## config.mk

```make
export PLATFORM = sky130hd
export DESIGN_NAME = trace_trigger_delay_counter
export DESIGN_NICKNAME = d
export VERILOG_FILES = /design/src/shared/trig_delay_pkg.sv /design/src/rtl/pattern_gen.sv /design/src/rtl/scale_stage.sv /design/src/rtl/trace_trigger_delay_counter.sv
export VERILOG_INCLUDE_DIRS = /design/src /design/src/shared
export SDC_FILE = /design/constraint.sdc
export NUM_CORES = 1
export LEC_CHECK = 0
export ABC_AREA = 1
export BUFFER_PORTS_ARGS = -buffer_cell sky130_fd_sc_hd__clkbuf_2
export CAP_MARGIN = 20
export CORE_MARGIN = 5
export CORE_UTILIZATION = 50
export DETAILED_ROUTE_END_ITERATION = 12
export GPL_TIMING_DRIVEN = 0
export PLACE_DENSITY = 0.78
export SETUP_SLACK_MARGIN = 0.02
export SYNTH_ARGS = -nofsm -noshare
export SYNTH_HDL_FRONTEND = slang
export SYNTH_SLANG_ARGS = --single-unit
```

## constraint.sdc

```tcl
create_clock -name i_clk -period 5.6 [get_ports i_clk]
set_input_delay 0.56 -clock i_clk [delete_from_list [all_inputs] [get_ports i_clk]]
set_output_delay 0.56 -clock i_clk [all_outputs]
set_load 0.05 [all_outputs]
```

## src/shared/trig_delay_cfg.svh

```systemverilog
// Register offsets, field positions, reset values for the trigger delay block
`ifndef TRIG_DELAY_CFG_SVH
`define TRIG_DELAY_CFG_SVH

// ==================================================================
// Bus geometry
`define TDC_ADDR_W         12
`define TDC_DATA_W         32

// ==================================================================
// Register byte offsets
`define TDC_OFS_TRIG_CAP   12'h100
`define TDC_OFS_PRESET     12'h104
`define TDC_OFS_SCALE      12'h108
`define TDC_OFS_PAT_CAP    12'h10C
`define TDC_OFS_PAT_CTRL   12'h110

// ==================================================================
// Field positions and widths
`define TDC_PRESET_W       8
`define TDC_SCALE_W        5
`define TDC_PAT_W          4
`define TDC_BIT_RUNNING    17
`define TDC_BIT_FIRED      16
`define TDC_BIT_CNT8       8
`define TDC_BIT_PAT_CONT   17
`define TDC_BIT_PAT_TIMED  16

// ==================================================================
// Reset values
`define TDC_PRESET_RST     8'h00
`define TDC_SCALE_RST      5'h00
`define TDC_PAT_RST        4'h0

`endif

```

## src/shared/trig_delay_pkg.sv

```systemverilog
// Types shared by the trigger delay counter and its helpers
`include "trig_delay_cfg.svh"

package trig_delay_pkg;

	// ==================================================================
	// Register port request
	typedef struct packed {
		logic                     wr;
		logic                     rd;
		logic [`TDC_ADDR_W-1:0]   addr;
		logic [`TDC_DATA_W-1:0]   wdata;
	} reg_req_t;

	// ==================================================================
	// Delay sequencer states
	typedef enum logic [2:0] {
		ST_IDLE  = 3'h1,
		ST_RUN   = 3'h2,
		ST_FIRED = 3'h4
	} dly_state_t;

endpackage : trig_delay_pkg

```

## src/rtl/pattern_gen.sv

```systemverilog
// Test pattern source for the trace data pins
`timescale 1ns/10ps
`default_nettype none

module pattern_gen #(
	parameter int PW = 8
) (
	input  wire logic          i_clk,
	input  wire logic          i_nrst,
	input  wire logic          i_en,
	input  wire logic [3:0]    i_sel,
	output logic    [PW-1:0]   o_data
);
	logic            phase_r;
	logic [PW-1:0]   walk_r;

	always_ff @(posedge i_clk or negedge i_nrst) begin
		if (!i_nrst) begin
			phase_r <= 1'b0;
			walk_r  <= {{(PW-1){1'b0}}, 1'b1};
		end else if (!i_en) begin
			phase_r <= 1'b0;
			walk_r  <= {{(PW-1){1'b0}}, 1'b1};
		end else begin
			phase_r <= ~phase_r;
			walk_r  <= {walk_r[PW-2:0], walk_r[PW-1]};
		end
	end

	// Highest selected pattern wins so the capture side sees one sequence
	always_ff @(posedge i_clk or negedge i_nrst) begin
		if (!i_nrst) begin
			o_data <= '0;
		end else if (!i_en) begin
			o_data <= '0;
		end else if (i_sel[3]) begin
			o_data <= phase_r ? {PW{1'b0}} : {PW{1'b1}};
		end else if (i_sel[2]) begin
			o_data <= phase_r ? {(PW/2){2'b01}} : {(PW/2){2'b10}};
		end else if (i_sel[1]) begin
			o_data <= ~walk_r;
		end else if (i_sel[0]) begin
			o_data <= walk_r;
		end else begin
			o_data <= '0;
		end
	end

endmodule : pattern_gen

`default_nettype wire

```

## src/rtl/scale_stage.sv

```systemverilog
// One power-of-two prescaler stage of the trigger delay chain
`timescale 1ns/10ps
`default_nettype none

module scale_stage #(
	parameter int W = 1
) (
	input  wire logic i_clk,
	input  wire logic i_nrst,
	input  wire logic i_en,
	input  wire logic i_clear,
	input  wire logic i_tick,
	output logic      o_tick
);
	logic [W-1:0] cnt_r;

	// Divides by 2**W when enabled; a disabled stage is a plain wire
	always_ff @(posedge i_clk or negedge i_nrst) begin
		if (!i_nrst) begin
			cnt_r <= '0;
		end else if (i_clear) begin
			cnt_r <= '0;
		end else if (i_tick && i_en) begin
			cnt_r <= cnt_r + 1'b1;
		end
	end

	assign o_tick = i_en ? (i_tick && (&cnt_r)) : i_tick;

endmodule : scale_stage

`default_nettype wire

```

## src/rtl/trace_trigger_delay_counter.sv

```systemverilog
// Trace trigger delay counter with scale chain and pattern capability
//
// Behaviour
// RQ1 - Hold an 8-bit preset: formatter words output before the trigger mark.
// RQ2 - Preset resets to zero; zero preset means the trigger is shown at once.
// RQ3 - After trigger start, wait preset times multiplier words, then mark.
// RQ4 - When the running count reaches zero it reloads from the preset.
// RQ5 - Writing the preset resets the running count; stages keep their state.
// RQ6 - Reading the preset register returns the preset, never the live count.
// RQ7 - Software should pair the short 8-bit preset with the multipliers.
// RQ8 - Multiplier stages may be combined, giving one up to about 2e9.
// RQ9 - Multiplier select resets to zero; no stage enabled means times one.
// RQ10 - Writing multiplier select reloads the count and clears every stage.
// RQ11 - Select bits 4, 3, 2 scale by 65536, 256, 16; clear disables.
// RQ12 - Select bits 1 and 0 scale by 4 and 2; clear disables.
// RQ13 - Capability bit 17 shows continuous mode, bit 16 timed mode.
// RQ14 - Capability bits 3..0 show FF/00, AA/55, walking zeros, walking ones.
// RQ15 - Supported test patterns can be driven on the trace data pins.
// RQ16 - Status shows running (count not zero) and fired (count reached zero).
// RQ17 - Read-only register shows implemented stages and the 8-bit counter.
// RQ18 - Count one per formatter word after start; mark when scaled count ends.
//
// The implementer's own choice: the plain strobed port.
`timescale 1ns/10ps
`default_nettype none
`include "trig_delay_cfg.svh"

module trace_trigger_delay_counter #(
	parameter logic [4:0] STAGE_CAP = 5'h1F,
	parameter logic       CNT8_CAP  = 1'b1,
	parameter logic [3:0] PAT_CAP   = 4'hF,
	parameter logic       CONT_CAP  = 1'b1,
	parameter logic       TIMED_CAP = 1'b0,
	parameter int         PW        = 8
) (
	input  wire logic                      i_clk,
	input  wire logic                      i_nrst,
	input  wire trig_delay_pkg::reg_req_t  i_req,
	output logic [`TDC_DATA_W-1:0]         o_rdata,
	input  wire logic                      i_word_strobe,
	input  wire logic                      i_trig_start,
	output logic                           o_trigger,
	output logic                           o_running,
	output logic                           o_fired,
	output logic [PW-1:0]                  o_pattern
);
	import trig_delay_pkg::*;

	// ==================================================================
	// Declarations
	localparam int NSTG = `TDC_SCALE_W;

	logic [`TDC_PRESET_W-1:0]  preset_r;
	logic [`TDC_SCALE_W-1:0]   scale_r;
	logic [`TDC_PAT_W-1:0]     pat_sel_r;
	logic                      pat_cont_r;
	logic [`TDC_PRESET_W-1:0]  cnt_r;
	logic [`TDC_DATA_W-1:0]    rdata_r;
	logic                      trigger_r;
	dly_state_t                state_r;
	logic [NSTG:0]             tick;
	logic                      wr_preset;
	logic                      wr_scale;
	logic                      wr_pat;
	logic                      start_ok;
	logic                      running;
	logic                      final_tick;
	logic                      expire;
	logic                      stage_clear;
	logic [`TDC_DATA_W-1:0]    trig_cap_word;
	logic [`TDC_DATA_W-1:0]    pat_cap_word;

	// ==================================================================
	// Register decode
	assign wr_preset = i_req.wr && (i_req.addr == `TDC_OFS_PRESET);
	assign wr_scale  = i_req.wr && (i_req.addr == `TDC_OFS_SCALE);
	assign wr_pat    = i_req.wr && (i_req.addr == `TDC_OFS_PAT_CTRL);

	always_ff @(posedge i_clk or negedge i_nrst) begin
		if (!i_nrst) begin
			preset_r <= `TDC_PRESET_RST;                    // see RQ2
		end else if (wr_preset) begin
			preset_r <= i_req.wdata[`TDC_PRESET_W-1:0];     // see RQ1
		end
	end

	// Unimplemented stages cannot be turned on
	always_ff @(posedge i_clk or negedge i_nrst) begin
		if (!i_nrst) begin
			scale_r <= `TDC_SCALE_RST;                      // see RQ9
		end else if (wr_scale) begin
			scale_r <= i_req.wdata[`TDC_SCALE_W-1:0] & STAGE_CAP;
		end
	end

	always_ff @(posedge i_clk or negedge i_nrst) begin
		if (!i_nrst) begin
			pat_sel_r  <= `TDC_PAT_RST;
			pat_cont_r <= 1'b0;
		end else if (wr_pat) begin
			pat_sel_r  <= i_req.wdata[`TDC_PAT_W-1:0] & PAT_CAP;
			pat_cont_r <= i_req.wdata[`TDC_BIT_PAT_CONT] & CONT_CAP;
		end
	end

	// ==================================================================
	// Read path: data valid in the cycle after the strobe only
	always_comb begin
		trig_cap_word = '0;
		trig_cap_word[`TDC_BIT_RUNNING] = running;        // see RQ16
		trig_cap_word[`TDC_BIT_FIRED]   = state_r == ST_FIRED;
		trig_cap_word[`TDC_BIT_CNT8]    = CNT8_CAP;       // see RQ17
		trig_cap_word[NSTG-1:0]         = STAGE_CAP;
	end

	always_comb begin
		pat_cap_word = '0;
		pat_cap_word[`TDC_BIT_PAT_CONT]  = CONT_CAP;      // see RQ13
		pat_cap_word[`TDC_BIT_PAT_TIMED] = TIMED_CAP;
		pat_cap_word[`TDC_PAT_W-1:0]     = PAT_CAP;       // see RQ14
	end

	always_ff @(posedge i_clk or negedge i_nrst) begin
		if (!i_nrst) begin
			rdata_r <= '0;
		end else if (!i_req.rd) begin
			rdata_r <= '0;
		end else begin
			case (i_req.addr)
				`TDC_OFS_TRIG_CAP: rdata_r <= trig_cap_word;
				// Preset, not the live count
				`TDC_OFS_PRESET:   rdata_r <= {24'h000000, preset_r}; // see RQ6
				`TDC_OFS_SCALE:    rdata_r <= {27'h0000000, scale_r};
				`TDC_OFS_PAT_CAP:  rdata_r <= pat_cap_word;
				`TDC_OFS_PAT_CTRL: begin
					rdata_r <= '0;
					rdata_r[`TDC_BIT_PAT_CONT] <= pat_cont_r;
					rdata_r[`TDC_PAT_W-1:0]    <= pat_sel_r;
				end
				default:           rdata_r <= '0;
			endcase
		end
	end

	// ==================================================================
	// Scale chain: each enabled stage divides the word tick further
	assign running     = state_r == ST_RUN;
	assign start_ok    = i_trig_start && !running;
	assign stage_clear = wr_scale || start_ok;              // see RQ10
	assign tick[0]     = i_word_strobe && running;          // see RQ18

	genvar g;
	generate
		for (g = 0; g < NSTG; g++) begin : g_stage
			// Widths 1,2,4,8,16 give x2, x4, x16, x256, x65536
			scale_stage #(
				.W (1 << g)
			) u_stage (
				.i_clk   (i_clk),
				.i_nrst  (i_nrst),
				.i_en    (scale_r[g]),                      // see RQ11 RQ12
				.i_clear (stage_clear),
				.i_tick  (tick[g]),
				.o_tick  (tick[g+1])
			);
		end
	endgenerate

	// Stages multiply in series, so any mix of enables combines
	assign final_tick = tick[NSTG];                         // see RQ8
	// A preset rewritten to zero mid-run expires on the next tick
	assign expire     = running && final_tick && (cnt_r <= 8'h01);

	// ==================================================================
	// Word counter
	always_ff @(posedge i_clk or negedge i_nrst) begin
		if (!i_nrst) begin
			cnt_r <= `TDC_PRESET_RST;
		end else if (wr_preset) begin
			cnt_r <= i_req.wdata[`TDC_PRESET_W-1:0];       // see RQ5
		end else if (wr_scale || start_ok) begin
			cnt_r <= preset_r;                              // see RQ10
		end else if (expire) begin
			cnt_r <= preset_r;                              // see RQ4
		end else if (running && final_tick) begin
			cnt_r <= cnt_r - 8'h01;                         // see RQ3
		end
	end

	// ==================================================================
	// Sequencer: a start while running is ignored
	always_ff @(posedge i_clk or negedge i_nrst) begin
		if (!i_nrst) begin
			state_r <= ST_IDLE;
		end else begin
			case (state_r)
				ST_IDLE, ST_FIRED: begin
					if (i_trig_start) begin
						state_r <= (preset_r == 8'h00) ? ST_FIRED : ST_RUN; // see RQ2
					end
				end
				ST_RUN: begin
					if (expire) begin
						state_r <= ST_FIRED;                    // see RQ16
					end
				end
				default: state_r <= ST_IDLE;
			endcase
		end
	end

	always_ff @(posedge i_clk or negedge i_nrst) begin
		if (!i_nrst) begin
			trigger_r <= 1'b0;
		end else begin
			trigger_r <= (start_ok && preset_r == 8'h00) || expire; // see RQ18
		end
	end

	// ==================================================================
	// Test pattern output
	pattern_gen #(
		.PW (PW)
	) u_pattern (
		.i_clk   (i_clk),
		.i_nrst  (i_nrst),
		.i_en    (pat_cont_r),
		.i_sel   (pat_sel_r),                               // see RQ15
		.o_data  (o_pattern)
	);

	assign o_rdata   = rdata_r;
	assign o_trigger = trigger_r;
	assign o_running = state_r[1];
	assign o_fired   = state_r[2];

	// ==================================================================
	// Checks
	AST_PRESET_READ: assert property ( // see RQ6
		@(posedge i_clk) disable iff (!i_nrst)
		(i_req.rd && i_req.addr == `TDC_OFS_PRESET && !i_req.wr)
		|=> o_rdata == {24'h000000, $past(preset_r)})
		else $error("preset readback differs from preset");

	AST_RDATA_IDLE: assert property ( // see RQ6
		@(posedge i_clk) disable iff (!i_nrst)
		!i_req.rd |=> o_rdata == 32'h0000_0000)
		else $error("read data stood outside its cycle");

	AST_ZERO_NODELAY: assert property ( // see RQ2
		@(posedge i_clk) disable iff (!i_nrst)
		(i_trig_start && !o_running && preset_r == 8'h00)
		|=> o_trigger && o_fired)
		else $error("zero preset did not fire at once");

	AST_PRESET_WRITE: assert property ( // see RQ5
		@(posedge i_clk) disable iff (!i_nrst)
		wr_preset |=> cnt_r == $past(i_req.wdata[7:0]))
		else $error("preset write did not reset the count");

	// Only idle word slots, since a counted word moves the stages anyway
	AST_STAGE_HOLD: assert property ( // see RQ5
		@(posedge i_clk) disable iff (!i_nrst)
		(wr_preset && !i_word_strobe && !start_ok)
		|=> $stable(g_stage[0].u_stage.cnt_r)
		 && $stable(g_stage[1].u_stage.cnt_r))
		else $error("preset write disturbed the multiplier stages");

	AST_SCALE_WRITE: assert property ( // see RQ10
		@(posedge i_clk) disable iff (!i_nrst)
		wr_scale |=> cnt_r == preset_r && g_stage[4].u_stage.cnt_r == 16'h0000)
		else $error("scale write did not reload and clear stages");

	AST_SCALE_MASK: assert property ( // see RQ11
		@(posedge i_clk) disable iff (!i_nrst)
		wr_scale |=> scale_r == ($past(i_req.wdata[4:0]) & STAGE_CAP))
		else $error("scale select not taken from the write");

	AST_RELOAD: assert property ( // see RQ4
		@(posedge i_clk) disable iff (!i_nrst)
		(expire && !i_req.wr) |=> cnt_r == preset_r && o_fired && o_trigger)
		else $error("expiry did not reload and fire");

	AST_UNITY_STEP: assert property ( // see RQ9
		@(posedge i_clk) disable iff (!i_nrst)
		(scale_r == 5'h00 && o_running && i_word_strobe && cnt_r > 8'h01
		 && !i_req.wr) |=> cnt_r == $past(cnt_r) - 8'h01)
		else $error("unscaled word did not step the count");

	AST_X2_STEP: assert property ( // see RQ12
		@(posedge i_clk) disable iff (!i_nrst)
		(scale_r == 5'h01 && o_running && !i_req.wr && i_word_strobe
		 && g_stage[0].u_stage.cnt_r == 1'b0) |=> $stable(cnt_r))
		else $error("x2 stage passed the first word");

	AST_TICK_CAUSE: assert property ( // see RQ18
		@(posedge i_clk) disable iff (!i_nrst)
		$changed(cnt_r) && !$past(i_req.wr) && !$past(start_ok)
		|-> $past(i_word_strobe) && $past(running))
		else $error("count moved without a formatter word");

	AST_TRIG_PULSE: assert property ( // see RQ18
		@(posedge i_clk) disable iff (!i_nrst)
		(o_trigger && !i_trig_start) |=> !o_trigger)
		else $error("trigger mark stood longer than one cycle");

	AST_RUN_HOLD: assert property ( // see RQ3
		@(posedge i_clk) disable iff (!i_nrst)
		(o_running && !expire) |=> o_running)
		else $error("running flag fell before the count expired");

	AST_FLAGS_EXCL: assert property ( // see RQ16
		@(posedge i_clk) disable iff (!i_nrst)
		$rose(o_fired) |-> o_trigger && !o_running)
		else $error("fired flag rose without the trigger mark");

	AST_FIRED_HOLD: assert property ( // see RQ16
		@(posedge i_clk) disable iff (!i_nrst)
		(o_fired && !i_trig_start) |=> o_fired)
		else $error("fired flag dropped without a new start");

	AST_CAP_WORD: assert property ( // see RQ13
		@(posedge i_clk) disable iff (!i_nrst)
		(i_req.rd && i_req.addr == `TDC_OFS_PAT_CAP)
		|=> o_rdata[17:16] == {CONT_CAP, TIMED_CAP} && o_rdata[3:0] == PAT_CAP)
		else $error("pattern capability word wrong");

endmodule : trace_trigger_delay_counter

`default_nettype wire

```

==> After elaboration in Yosys (flattened, before gate mapping) <==
Cells that the tools add are included.
{ "totals": {"reg_bits": 110, "in_bits": 50, "output_inout_bits": 43, "wordCells": 103} }
{ "classes": {"addsub": 6, "n_lt_le_gt_ge": 1, "eq_ne": 10, "mux": 34, "bitwise_logic": 2, "reduce_logical": 34} }
{ "op_table": {"columns": ["op", "count"], "rows": [
  ["$mux W8", 14],
  ["$pmux W18 S5", 1],
  ["$eq A12 B9 Y1 const B", 5],
  ["$mux W16", 2],
  ["$logic_and A1 B1 Y1", 18],
  ["$mux W18", 1],
  ["$add A16 B1 Y16 const B", 1],
  ["$reduce_and A16 Y1", 1],
  ["$reduce_bool A2 Y1", 5],
  ["$mux W3", 3],
  ["$add A8 B1 Y8 const B", 1],
  ["$le A8 B1 Y1 const B", 1],
  ["$logic_not A8 Y1", 1],
  ["$mux W1", 8],
  ["$mux W4", 2],
  ["$not A8 Y8", 1],
  ["$reduce_and A8 Y1", 1],
  ["$sub A8 B1 Y8 const B", 1],
  ["$pmux W3 S2", 1],
  ["$add A4 B1 Y4 const B", 1],
  ["$mux W2", 2],
  ["$reduce_and A2 Y1", 2],
  ["$reduce_and A4 Y1", 1],
  ["$reduce_bool A4 Y1", 1],
  ["11 further kinds", 12]
]} }

==> Logic depth before layout (Yosys ltp) <==
Gate-level depths: netlist of the first run.
{ "logic_depth": {"depth_word": 17, "mapped_depth": 14, "ltp_nobuf": 14} }

==> Modules after synthesis <==
Synthesis of the first run repeated with hierarchy kept, for this count alone.
{ "hier_totals": {"cells_unflattened": 647, "hier_area_um2": 4999.8} }
{ "by_module_without_submodules": {"columns": ["module", "n_inst", "cells_each", "area_per_inst_um2", "seq_area_each_um2"], "rows": [
  ["trace_trigger_delay_counter", 1, 305, 2411.1, 1027.2],
  ["scale_stage (g_stage[4].u_stage)", 1, 134, 955.9, 400.4],
  ["pattern_gen", 1, 92, 758.2, 426.7],
  ["scale_stage (g_stage[3].u_stage)", 1, 60, 454.2, 200.2],
  ["scale_stage (g_stage[2].u_stage)", 1, 29, 232.7, 100.1],
  ["scale_stage (g_stage[1].u_stage)", 1, 17, 123.9, 50.0],
  ["scale_stage (g_stage[0].u_stage)", 1, 10, 63.8, 25.0]
]} }

==> Worst setup path before layout of the first run <==
OpenSTA, ideal clock, no wires.
{ "synth_path": {"kind": "reg-to-reg", "start": "register state_r[1]", "end": "register cnt_r[5]", "setup_time_ps": 120, "arrival_time_ps": 1856, "required_time_ps": 5480, "slack_ps": 3624, "stages_incl_launch_ff": 11, "path_buffers": 1, "synth_period_minus_slack_ps": 1976, "cell_sequence": "dfrtp_1 nand4_2 nor2_4 nand3_4 nor2_8 nand3_4 nand2_4 buf_8 nand2_1 nand3_2 a21oi_2"} }
{ "synth_between": {"elab_chain_cells": 17, "word_cells_on_any_way": 21, "cone_classes": "eq/ne: 1; mux: 8; reduce/logical: 12"} }
{ "synth_lines": {"columns": ["item", "line", "source"], "rows": [
  ["start: declaration", "trace_trigger_delay_counter.sv:60", "dly_state_t state_r;"],
  ["start signal: assignment", "trace_trigger_delay_counter.sv:199", "state_r <= (preset_r == 8'h00) ? ST_FIRED : ST_RUN;"],
  ["$eq A3 B2 Y1 *", "trace_trigger_delay_counter.sv:147", "assign running = state_r == ST_RUN;"],
  ["$logic_and A1 B1 Y1", "trace_trigger_delay_counter.sv:150", "assign tick[0] = i_word_strobe && running;"],
  ["$logic_and A1 B1 Y1", "scale_stage.sv:28", "assign o_tick = i_en ? (i_tick && (&cnt_r)) : i_tick;"],
  ["$mux W1", "scale_stage.sv:28", null],
  ["$logic_and A1 B1 Y1", "scale_stage.sv:28", null],
  ["$mux W1", "scale_stage.sv:28", null],
  ["$logic_and A1 B1 Y1", "scale_stage.sv:28", null],
  ["$mux W1", "scale_stage.sv:28", null],
  ["$logic_and A1 B1 Y1", "scale_stage.sv:28", null],
  ["$mux W1", "scale_stage.sv:28", null],
  ["$logic_and A1 B1 Y1", "scale_stage.sv:28", null],
  ["$mux W1", "scale_stage.sv:28", null],
  ["$logic_and A1 B1 Y1", "trace_trigger_delay_counter.sv:172, trace_trigger_delay_counter.sv:185", null],
  ["$logic_and A1 B1 Y1", "trace_trigger_delay_counter.sv:172", "assign expire = running && final_tick && (cnt_r <= 8'h01);"],
  ["$mux W8", "trace_trigger_delay_counter.sv:183", "end else if (expire) begin"],
  ["$mux W8", "trace_trigger_delay_counter.sv:181", "end else if (wr_scale || start_ok) begin"],
  ["$mux W8", "trace_trigger_delay_counter.sv:179", "end else if (wr_preset) begin"],
  ["end signal: assignment", "trace_trigger_delay_counter.sv:180", "cnt_r <= i_req.wdata[`TDC_PRESET_W-1:0];"],
  ["end signal: assignment", "trace_trigger_delay_counter.sv:182", "cnt_r <= preset_r;"],
  ["end signal: assignment", "trace_trigger_delay_counter.sv:184", "cnt_r <= preset_r;"],
  ["end: declaration", "trace_trigger_delay_counter.sv:57", "logic [`TDC_PRESET_W-1:0] cnt_r;"]
]} }
Every way passes the cells marked *; elsewhere a longest branch is shown, timed or not.
A chain may end at the register's enable or synchronous reset.

==> Worst setup path in the final report of the first run <==
{ "layout_path": {"start": "register cnt_r[0]", "end": "register cnt_r[5]"} }
{ "layout_between": {"elab_chain_cells": 5, "word_cells_on_any_way": 8, "cone_classes": "add/sub: 1; order compare: 1; mux: 4; reduce/logical: 2"} }
{ "layout_lines": {"columns": ["item", "line", "source"], "rows": [
  ["start signal: assignment", "trace_trigger_delay_counter.sv:178", "cnt_r <= `TDC_PRESET_RST;"],
  ["start signal: assignment", "trace_trigger_delay_counter.sv:180", null],
  ["start signal: assignment", "trace_trigger_delay_counter.sv:182", null],
  ["$sub A8 B1 Y8 / $le A8 B1 Y1 (equally long branches)", "trace_trigger_delay_counter.sv:186, trace_trigger_delay_counter.sv:172", null],
  ["$mux W8 / $logic_and A1 B1 Y1 (equally long branches)", "trace_trigger_delay_counter.sv:185, trace_trigger_delay_counter.sv:172", null],
  ["$mux W8", "trace_trigger_delay_counter.sv:183", null],
  ["$mux W8", "trace_trigger_delay_counter.sv:181", null],
  ["$mux W8", "trace_trigger_delay_counter.sv:179", null]
]} }
Several ways; a longest one is shown, not always the timed one. The select of a mux whose other input is x is not followed.

==> results by group, run 1 <==
Floorplan
  • Initial Util: approximately half
  • Die W: 108 um
  • Die Ht: about 110 um
  • Rows: 35
  • Core Area: around 9300 um^2
  • Io pins: slightly above 90
  • Die ar.: 11700 um^2

Setup path
  • Critical path arrival: approximately 2400 ps
  • Worst setup SP type: register
  • Cell Chain, Critical Path: inv_1 > ha_1 > o21ai_0 > nor4_1 > nand3_4 > nand2_4 > buf_8 > nand2_1 > nand3_2 > a21oi_2
  • Crit Path Max Fanout: 10
  • Reg2reg end: cnt_r[5]
  • CP Data Required Time: ~6000 ps
  • Max stage delay on crit path: ~500 ps
  • Path depth of the worst reg2reg path: 10
  • WP buf/inv: 2
  • R2R Setup Slk: 3430 ps
  • Worst R2R Start: cnt_r[0]
  • Crit path kind: reg2reg
  • Slowest stage cell, crit path: nor4_1
  • CP delay by family, top: simple AND/OR/NAND/NOR gates
  • Critical path capture point type: register

Layout
  • Fill cells: around 820
  • ANT cells: 0
  • Layout cell share with drive strength beyond 1: a little over a fifth
  • Most frequent cells in the layout: 112 x nand2_1, 87 x dfrtp_1, 69 x inv_1
  • Non-Filler Instances: between 700 and 800
  • Most common cell after layout, fill and taps aside: nand2_1
  • Nets: between 700 and 800
  • Area growth from synthesis to layout: 14.7%
  • Final instance area: 5520 um^2

Detailed routing
  • Via count: ~4000
  • DR pass1 iterations: 5
  • Final WL: between 10 and 15 mm
  • Post-route DRC: 0
  • 1st-iter DRT viols: roughly 220
  • Post-route ant nets: 0
  • Vias per inst: between 5 and 6
  • WL/cell: around 13 um

Synthesis
  • Post-synth top flop: dfrtp_1
  • Post-synth EDFFs: 0
  • Synth Warn #: 0
  • Area share of the largest cell type after synthesis: a little under half
  • Post-synthesis cell area: around 4800 um^2
  • Seq/Total Area, Yosys: about 46%
  • Average cell area after synthesis: approximately 8.4 um^2
  • Yosys reg bits: just under 90
  • Post-synthesis async set-or-reset flop share: between 90% and 100%
  • Cell variety after synth: 45
  • Synthesized instance count: ~570
  • Synth area leader: dfrtp_1
  • Synth area leaders: dfrtp_1 45%, nand2_1 8.7%, inv_1 5.4%, nor2_1 4.1%, buf_4 3.6%

Clock tree
  • Post-cts hold buffer count: 0
  • Post-CTS setup buffer count: 0
  • CTS tree: done
  • Clock latency at the later pin of the worst-skew pair: 360 ps
  • Root buffer cell: clkbuf_8
  • H-tree depth: 3
  • Clock sink count: 89
  • CTS Buf Count: 9
  • Max clock buf depth: 2
  • Clk pin slew, worst setup/hold paths: 100 ps
  • CTS-repair resized insts: 0

STA
  • Worst slew pin tran: about 620 ps
  • RSZ-0062 raised after global routing: no
  • Setup violators final: 0
  • Max Slew Vio Count: 0
  • Final hold violations: 0
  • Tcrit/Tclk final: 38.8%
  • Fmax: about 0.46 GHz
  • Min cycle time layout: around 2200 ps
  • Slew HR: between 50% and 60%
  • Fin Setup TNS: 0 ps
  • Final Skew: approximately 16 ps

Run status
  • Run status: finished, final reports clean

Global routing
  • Initial antenna violation count: 0
  • Total Routing Usage GR: 19.6%
  • Pin count of the biggest net entering global routing: just over 50
  • Number of global-route vias before repair: approximately 3900
  • Total global routing overflow: 0
  • First-pass GRT wire length: between 15 and 20 mm

Placement
  • # placed instances: just under 800
  • I/O Buffers: 48
  • Placed Instance Area: about 5300 um^2
  • Post-DP HPWL: ~8 mm
  • Final GP Congestion: ~0.86

Power and ir drop
  • Peak supply drop: approximately 160 uV
  • Static Leakage: roughly 2.7 nW
  • Power Dens Cells: 285 nW/um^2

Worst hold path
  • Hold WC Path Type: in2async

Flow run
  • Max Cap Violations: 0
==> worst reg2reg max path, delay by kind of cell (launching register included) <==
| family | cells | cell delay (ps) |
|---|---|---|
| simple gates | 5 | 980 |
| buf+inv | 2 | 300 |
| fa+ha+maj | 1 | 230 |
| compound gates | 2 | 170 |
| flops | 1 | 390 |
==> flip-flops by register name, indices dropped and copies added, names as in the netlist <==
register               cells
cnt_r                      8
g_stage.u_stage.cnt_r     31
o_rdata                   11
o_trigger                  1
pat_cont_r                 1
pat_sel_r                  4
preset_r                   8
scale_r                    5
state_r                    3
u_pattern.o_data           8
u_pattern.phase_r          1
u_pattern.walk_r           8
==> synth_stat cells (5+ instances only) <==
| master | number |
|---|---|
| inv_2 | 5 |
| inv_1 | 69 |
| nand2_1 | 112 |
| nor2_4 | 6 |
| nor2_1 | 53 |
| nor2_2 | 5 |
| xor2_1 | 7 |
| ha_1 | 6 |
| nand3_1 | 30 |
| o211ai_1 | 8 |
| nor3_1 | 20 |
| nand2_2 | 8 |
| a21oi_1 | 28 |
| o22ai_1 | 6 |
| xnor2_1 | 6 |
| buf_4 | 23 |
| dfrtp_1 | 87 |
| nand4_1 | 8 |
| o21ai_0 | 31 |
==> how the worst max path moves through the flow <==
| stage | end | slack, ps | from | cells past startpoint |
|---|---|---|---|---|
| 2_1_floorplan | cnt_r[5] | 3620 | state_r[1] | 10 |
| 3_3_place_gp | preset_r[2] | 2990 | i_nrst | 1 |
| 3_5_place_dp | g_stage[3].u_stage.cnt_r[2] | 3400 | i_req[33] | 8 |
| 4_1_cts | cnt_r[3] | 3420 | cnt_r[0] | 10 |
| 5_1_grt | cnt_r[7] | 3140 | cnt_r[0] | 10 |
| 6_report | cnt_r[5] | 3430 | cnt_r[0] | 10 |
==> layout make-up <==
type | instances | area [um^2] | share of cell area (%)
clock inverter | 7 | 77.6 | 1.41
multi-input combinational | 399 | 2160 | 39.1
clock buffer | 9 | 124 | 2.25
buffer | 29 | 208 | 3.77
timing repair buffer | 49 | 270 | 4.90
inverter | 77 | 289 | 5.24
sequential | 89 | 2230 | 40.4
tap | 129 | 161 | 2.93
==> logic make-up after synthesis <==
logic type,share of synthesized area [%]
DFF,46.4
xor gates and xnor gates,2.37
buffers and inverters,10.3
AOI/OAI and AO/OA,11.3
adders and majority gates,1.56
muxes,0.234
other,0.0780
and+or+nand+nor,27.7
==> report_power, final <==
part	switching, W	internal, W
combinational	0.000281	0.000127
sequential	0.0000321	0.000681
clock	0.000241	0.000210
==> layer usage <==
metal | GRT usage, % | part of all wire [%] | vias to the layer above
li1 | - | - | 1991
met1 | 26.1 | 45 | 1856
met2 | 32.3 | 48 | 128
met3 | 2.81 | 5.0 | 18
met4 | 7.57 | 2.3 | 0
met5 | 0 | 0 | -
==> stage by stage <==
| stage | setup slack [ps] | utilization [%] | total power, W | hold slack (ps) |
|---|---|---|---|---|
| finish | 3430 | 59.1 | 0.00157 | 218 |
| global route | 3140 | 59.1 | 0.00167 | 257 |
| CTS | 3420 | 59.1 | 0.00158 | 234 |
| detailed placement | 3400 | 57.0 | 0.00113 | 468 |
| global placement | 2990 | 56.7 | 0.00111 | 444 |
| floorplan | 3620 | - | 0.00103 | 264 |
Power figures use the tool's default switching activity.
==> inputs of run 2 (changes only) <==
--- a/config.mk
+++ b/config.mk
@@ -6,14 +6,14 @@
 export SDC_FILE = /design/constraint.sdc
 export NUM_CORES = 1
 export LEC_CHECK = 0
-export ABC_AREA = 1
+export ABC_AREA = 0
 export BUFFER_PORTS_ARGS = -buffer_cell sky130_fd_sc_hd__clkbuf_2
 export CAP_MARGIN = 20
 export CORE_MARGIN = 5
 export CORE_UTILIZATION = 50
 export DETAILED_ROUTE_END_ITERATION = 12
 export GPL_TIMING_DRIVEN = 0
-export PLACE_DENSITY = 0.78
+export PLACE_DENSITY = 0.82
 export SETUP_SLACK_MARGIN = 0.02
 export SYNTH_ARGS = -nofsm -noshare
 export SYNTH_HDL_FRONTEND = slang
==> constraint.sdc (replaced) <==
create_clock -name i_clk -period 1.8 [get_ports i_clk]
set_input_delay 0.18 -clock i_clk [delete_from_list [all_inputs] [get_ports i_clk]]
set_output_delay 0.18 -clock i_clk [all_outputs]
set_load 0.05 [all_outputs]
==> run 2 against run 1 <==
  * The flow now finishes with violations (setup timing)
  * Final area grew 10%
  * Area after synthesis shrank 4.2%
  * Utilization grew 7.5 points
  * Critical path type unchanged
  * Largest power group unchanged
==> results by group, run 2 <==
Clock tree
  • H-tree depth: 3
  • Clk pin slew, worst setup/hold paths: between 100 and 150 ps
  • Clock latency at the later pin of the worst-skew pair: 380 ps
  • Root buffer cell: clkbuf_8
  • CTS Buf Count: 9
  • Clock sink count: between 80 and 90
  • CTS tree: done
  • Max clock buf depth: 2

Global routing
  • Initial antenna violation count: 0
  • Number of global-route vias before repair: between 3000 and 4000
  • First-pass GRT wire length: around 19 mm
  • Met2 Use GR: between 30% and 40%
  • Met1 Use GR: 26.2%
  • Met3 usage: between 3 and 4%
  • GRT Max-Usage Layer: met2
  • Total global routing overflow: 0
  • Total Routing Usage GR: a little over a fifth
  • Pin count of the biggest net entering global routing: 56

Synthesis
  • Synth area leader: dfrtp_1
  • Area share of the largest cell type after synthesis: ~47%
  • Cell variety after synth: 62
  • Synth area leaders: dfrtp_1 47%, nor2_1 4.2%, buf_4 3.6%, nand2_1 3.6%, o21ai_0 2.9%
  • Yosys reg bits: between 80 and 90
  • Post-synthesis cell area: around 4600 um^2
  • Top post-synthesis cells by count: 87 x dfrtp_1, 52 x nor2_1, 44 x nand2_1
  • Average cell area after synthesis: between 9 and 10 um^2
  • Top-count cell post-synth: dfrtp_1
  • Post-synth EDFFs: 0
  • Seq/Total Area, Yosys: a little under 50%
  • Post-synthesis async set-or-reset flop share: between 90% and 100%
  • Post-synth top flop: dfrtp_1
  • Synth Warn #: 0
  • Synthesized instance count: between 400 and 500

Layout
  • Most frequent cells in the layout: 85 x dfrtp_1, 52 x buf_4, 49 x nor2_1
  • Layout cell share with drive strength beyond 1: a little over a third
  • Non-Filler Instances: 700
  • Top reg by flops: g_stage.u_stage.cnt_r
  • Largest register FFs: 31
  • Nets: 640
  • Area growth from synthesis to layout: 31.7%
  • ANT cells: 0
  • Fill cells: between 600 and 700
  • Most common cell after layout, fill and taps aside: dfrtp_1

Placement
  • Post-DP HPWL: about 8 mm
  • I/O Buffers: between 40 and 50
  • Final GP Congestion: between 0.8 and 0.9
  • # placed instances: 648

Detailed routing
  • WL/cell: roughly 18 um
  • Vias per inst: roughly 5.8
  • DR pass1 iterations: 5
  • Final WL: approximately 12 mm
  • 1st-iter DRT viols: between 200 and 300
  • Via count: 4031
  • Post-route DRC: 0
  • Post-route ant nets: 0

Setup path
  • Critical path arrival: around 2400 ps
  • CP Data Required Time: ~2100 ps
  • Critical path capture point type: register
  • Max stage delay on crit path: 380 ps
  • Worst setup SP type: register
  • Cell Chain, Critical Path: ha_2 > nand3_2 > a2111oi_4 > buf_6 > and2_4 > nand3_4 > a31oi_4 > a221o_1
  • Crit path kind: reg2reg
  • Crit Path Max Fanout: 7
  • R2R Setup Slk: -270 ps
  • Slowest stage cell, crit path: dfrtp_1

STA
  • Setup violators final: 31
  • Max Slew Vio Count: 0
  • Slew HR: between 60% and 70%
  • Min cycle time layout: 2070 ps
  • RSZ-0062 raised after global routing: yes
  • Fmax: approximately 0.48 GHz
  • Final hold violations: 0
  • Worst slew pin tran: approximately 560 ps
  • Setup ws final: -273 ps
  • Tcrit/Tclk final: 115%
  • Final Skew: ~13 ps

Power and ir drop
  • Power Dens Cells: 771 nW/um^2
  • Static Leakage: around 2.9 nW
  • Design Power: 0.00468 W
  • Peak supply drop: approximately 470 uV

Run status
  • Violated checks: setup timing
  • Run status: complete, but fails checks

Floorplan
  • Die W: 106 um
  • Rows: 35
  • Die ar.: about 11000 um^2
  • Die Ht: 106 um
  • Core Area: just over 9000 um^2
  • Initial Util: 50.6%
  • Io pins: between 90 and 100

Flow run
  • Max Cap Violations: 0

Worst hold path
  • Hold WC Path Type: in2reg
[run 2: changes by cell type after synthesis, sizes merged, moves of 9 or more]
cell / before / now
nand2: 123 / 46
a21oi: 31 / 17
o21ai: 36 / 27
inv: 74 / 12
o211ai: 11 / 0
nor2: 66 / 53
mux2: 1 / 11
and2: 0 / 14
nand3: 36 / 18
[run 2: repair_timing]
action	4_1_cts	5_1_grt
pin swaps	32	24
endpoints found under the hold margin	34	0
resized for setup	51	40
hold buffers	1	0
setup endpoints to repair	42	47
buffers inserted	26	14
[run 2: metal layers]
| metal | vias to the layer above | routed length (um) |
|---|---|---|
| met5 | - | 0 |
| met3 | 35 | 786 |
| li1 | 1857 | - |
| met1 | 1966 | 4820 |
| met4 | 0 | 306 |
| met2 | 173 | 6360 |
[run 2: path summary, 6_finish.rpt]
path,startpoint,cells after the start,to
max,g_stage[2].u_stage.cnt_r[0],8,cnt_r[6]
min,i_req[7],2,preset_r[7]
max reg2reg,g_stage[2].u_stage.cnt_r[0],8,cnt_r[6]
min reg2reg,u_pattern.walk_r[1],1,u_pattern.walk_r[2]
max in group asynchronous,i_nrst,3,state_r[0]
min in group asynchronous,i_nrst,2,u_pattern.o_data[3]
[run 2: worst max-delay path, delay by kind of cell, from the launching register on]
family,cells,cell delay (ps)
fa+ha+maj,1,190
simple gates,3,430
flops,1,380
compound gates,3,810
buf+inv,1,190
[run 2: cells by family (layout without fill, tap and decap cells)]
kind of cell / count (synthesis) / in the layout / share of synthesized area (%)
buffers and inverters: 48 / 148 / 5.92
adders and majority gates: 6 / 6 / 1.63
and+or+nand+nor: 202 / 202 / 23.1
AOI/OAI and AO/OA: 80 / 80 / 11.9
DFF: 89 / 89 / 48.4
other: 1 / 21 / 0.0814
muxes: 19 / 19 / 4.43
xor gates and xnor gates: 24 / 24 / 4.56
[run 2: report_power, final]
group	total, W	switching, W	internal (W)
Sequential	0.00220	0.000129	0.00208
Clock	0.00142	0.000861	0.000557
Combinational	0.00106	0.000648	0.000408
[run 2: through the flow]
step	setup TNS (ps)	setup slack (ps)	cell area [um^2]	util [%]	hold slack (ps)
after CTS	-3210	-207	5800	63.7	17.8
after global placement	-48770	-531	5160	56.6	411
final	-5000	-273	6070	66.6	20.0
after detailed placement	-20170	-574	5190	57.0	198
after global routing	-7570	-358	6070	66.6	21.2
after floorplan	-6680	-312	4780	-	-116
[run 2: cell type report]
class | instances | area, um^2 | share of cell area (%)
inverters | 12 | 45.0 | 0.742
flip-flops and latches | 89 | 2230 | 36.8
repair buffers | 88 | 602 | 9.92
clock buffers | 9 | 124 | 2.04
clock inverters | 7 | 78.8 | 1.30
plain buffers | 32 | 209 | 3.44
well taps | 111 | 139 | 2.29
multi-input cells | 352 | 2640 | 43.5
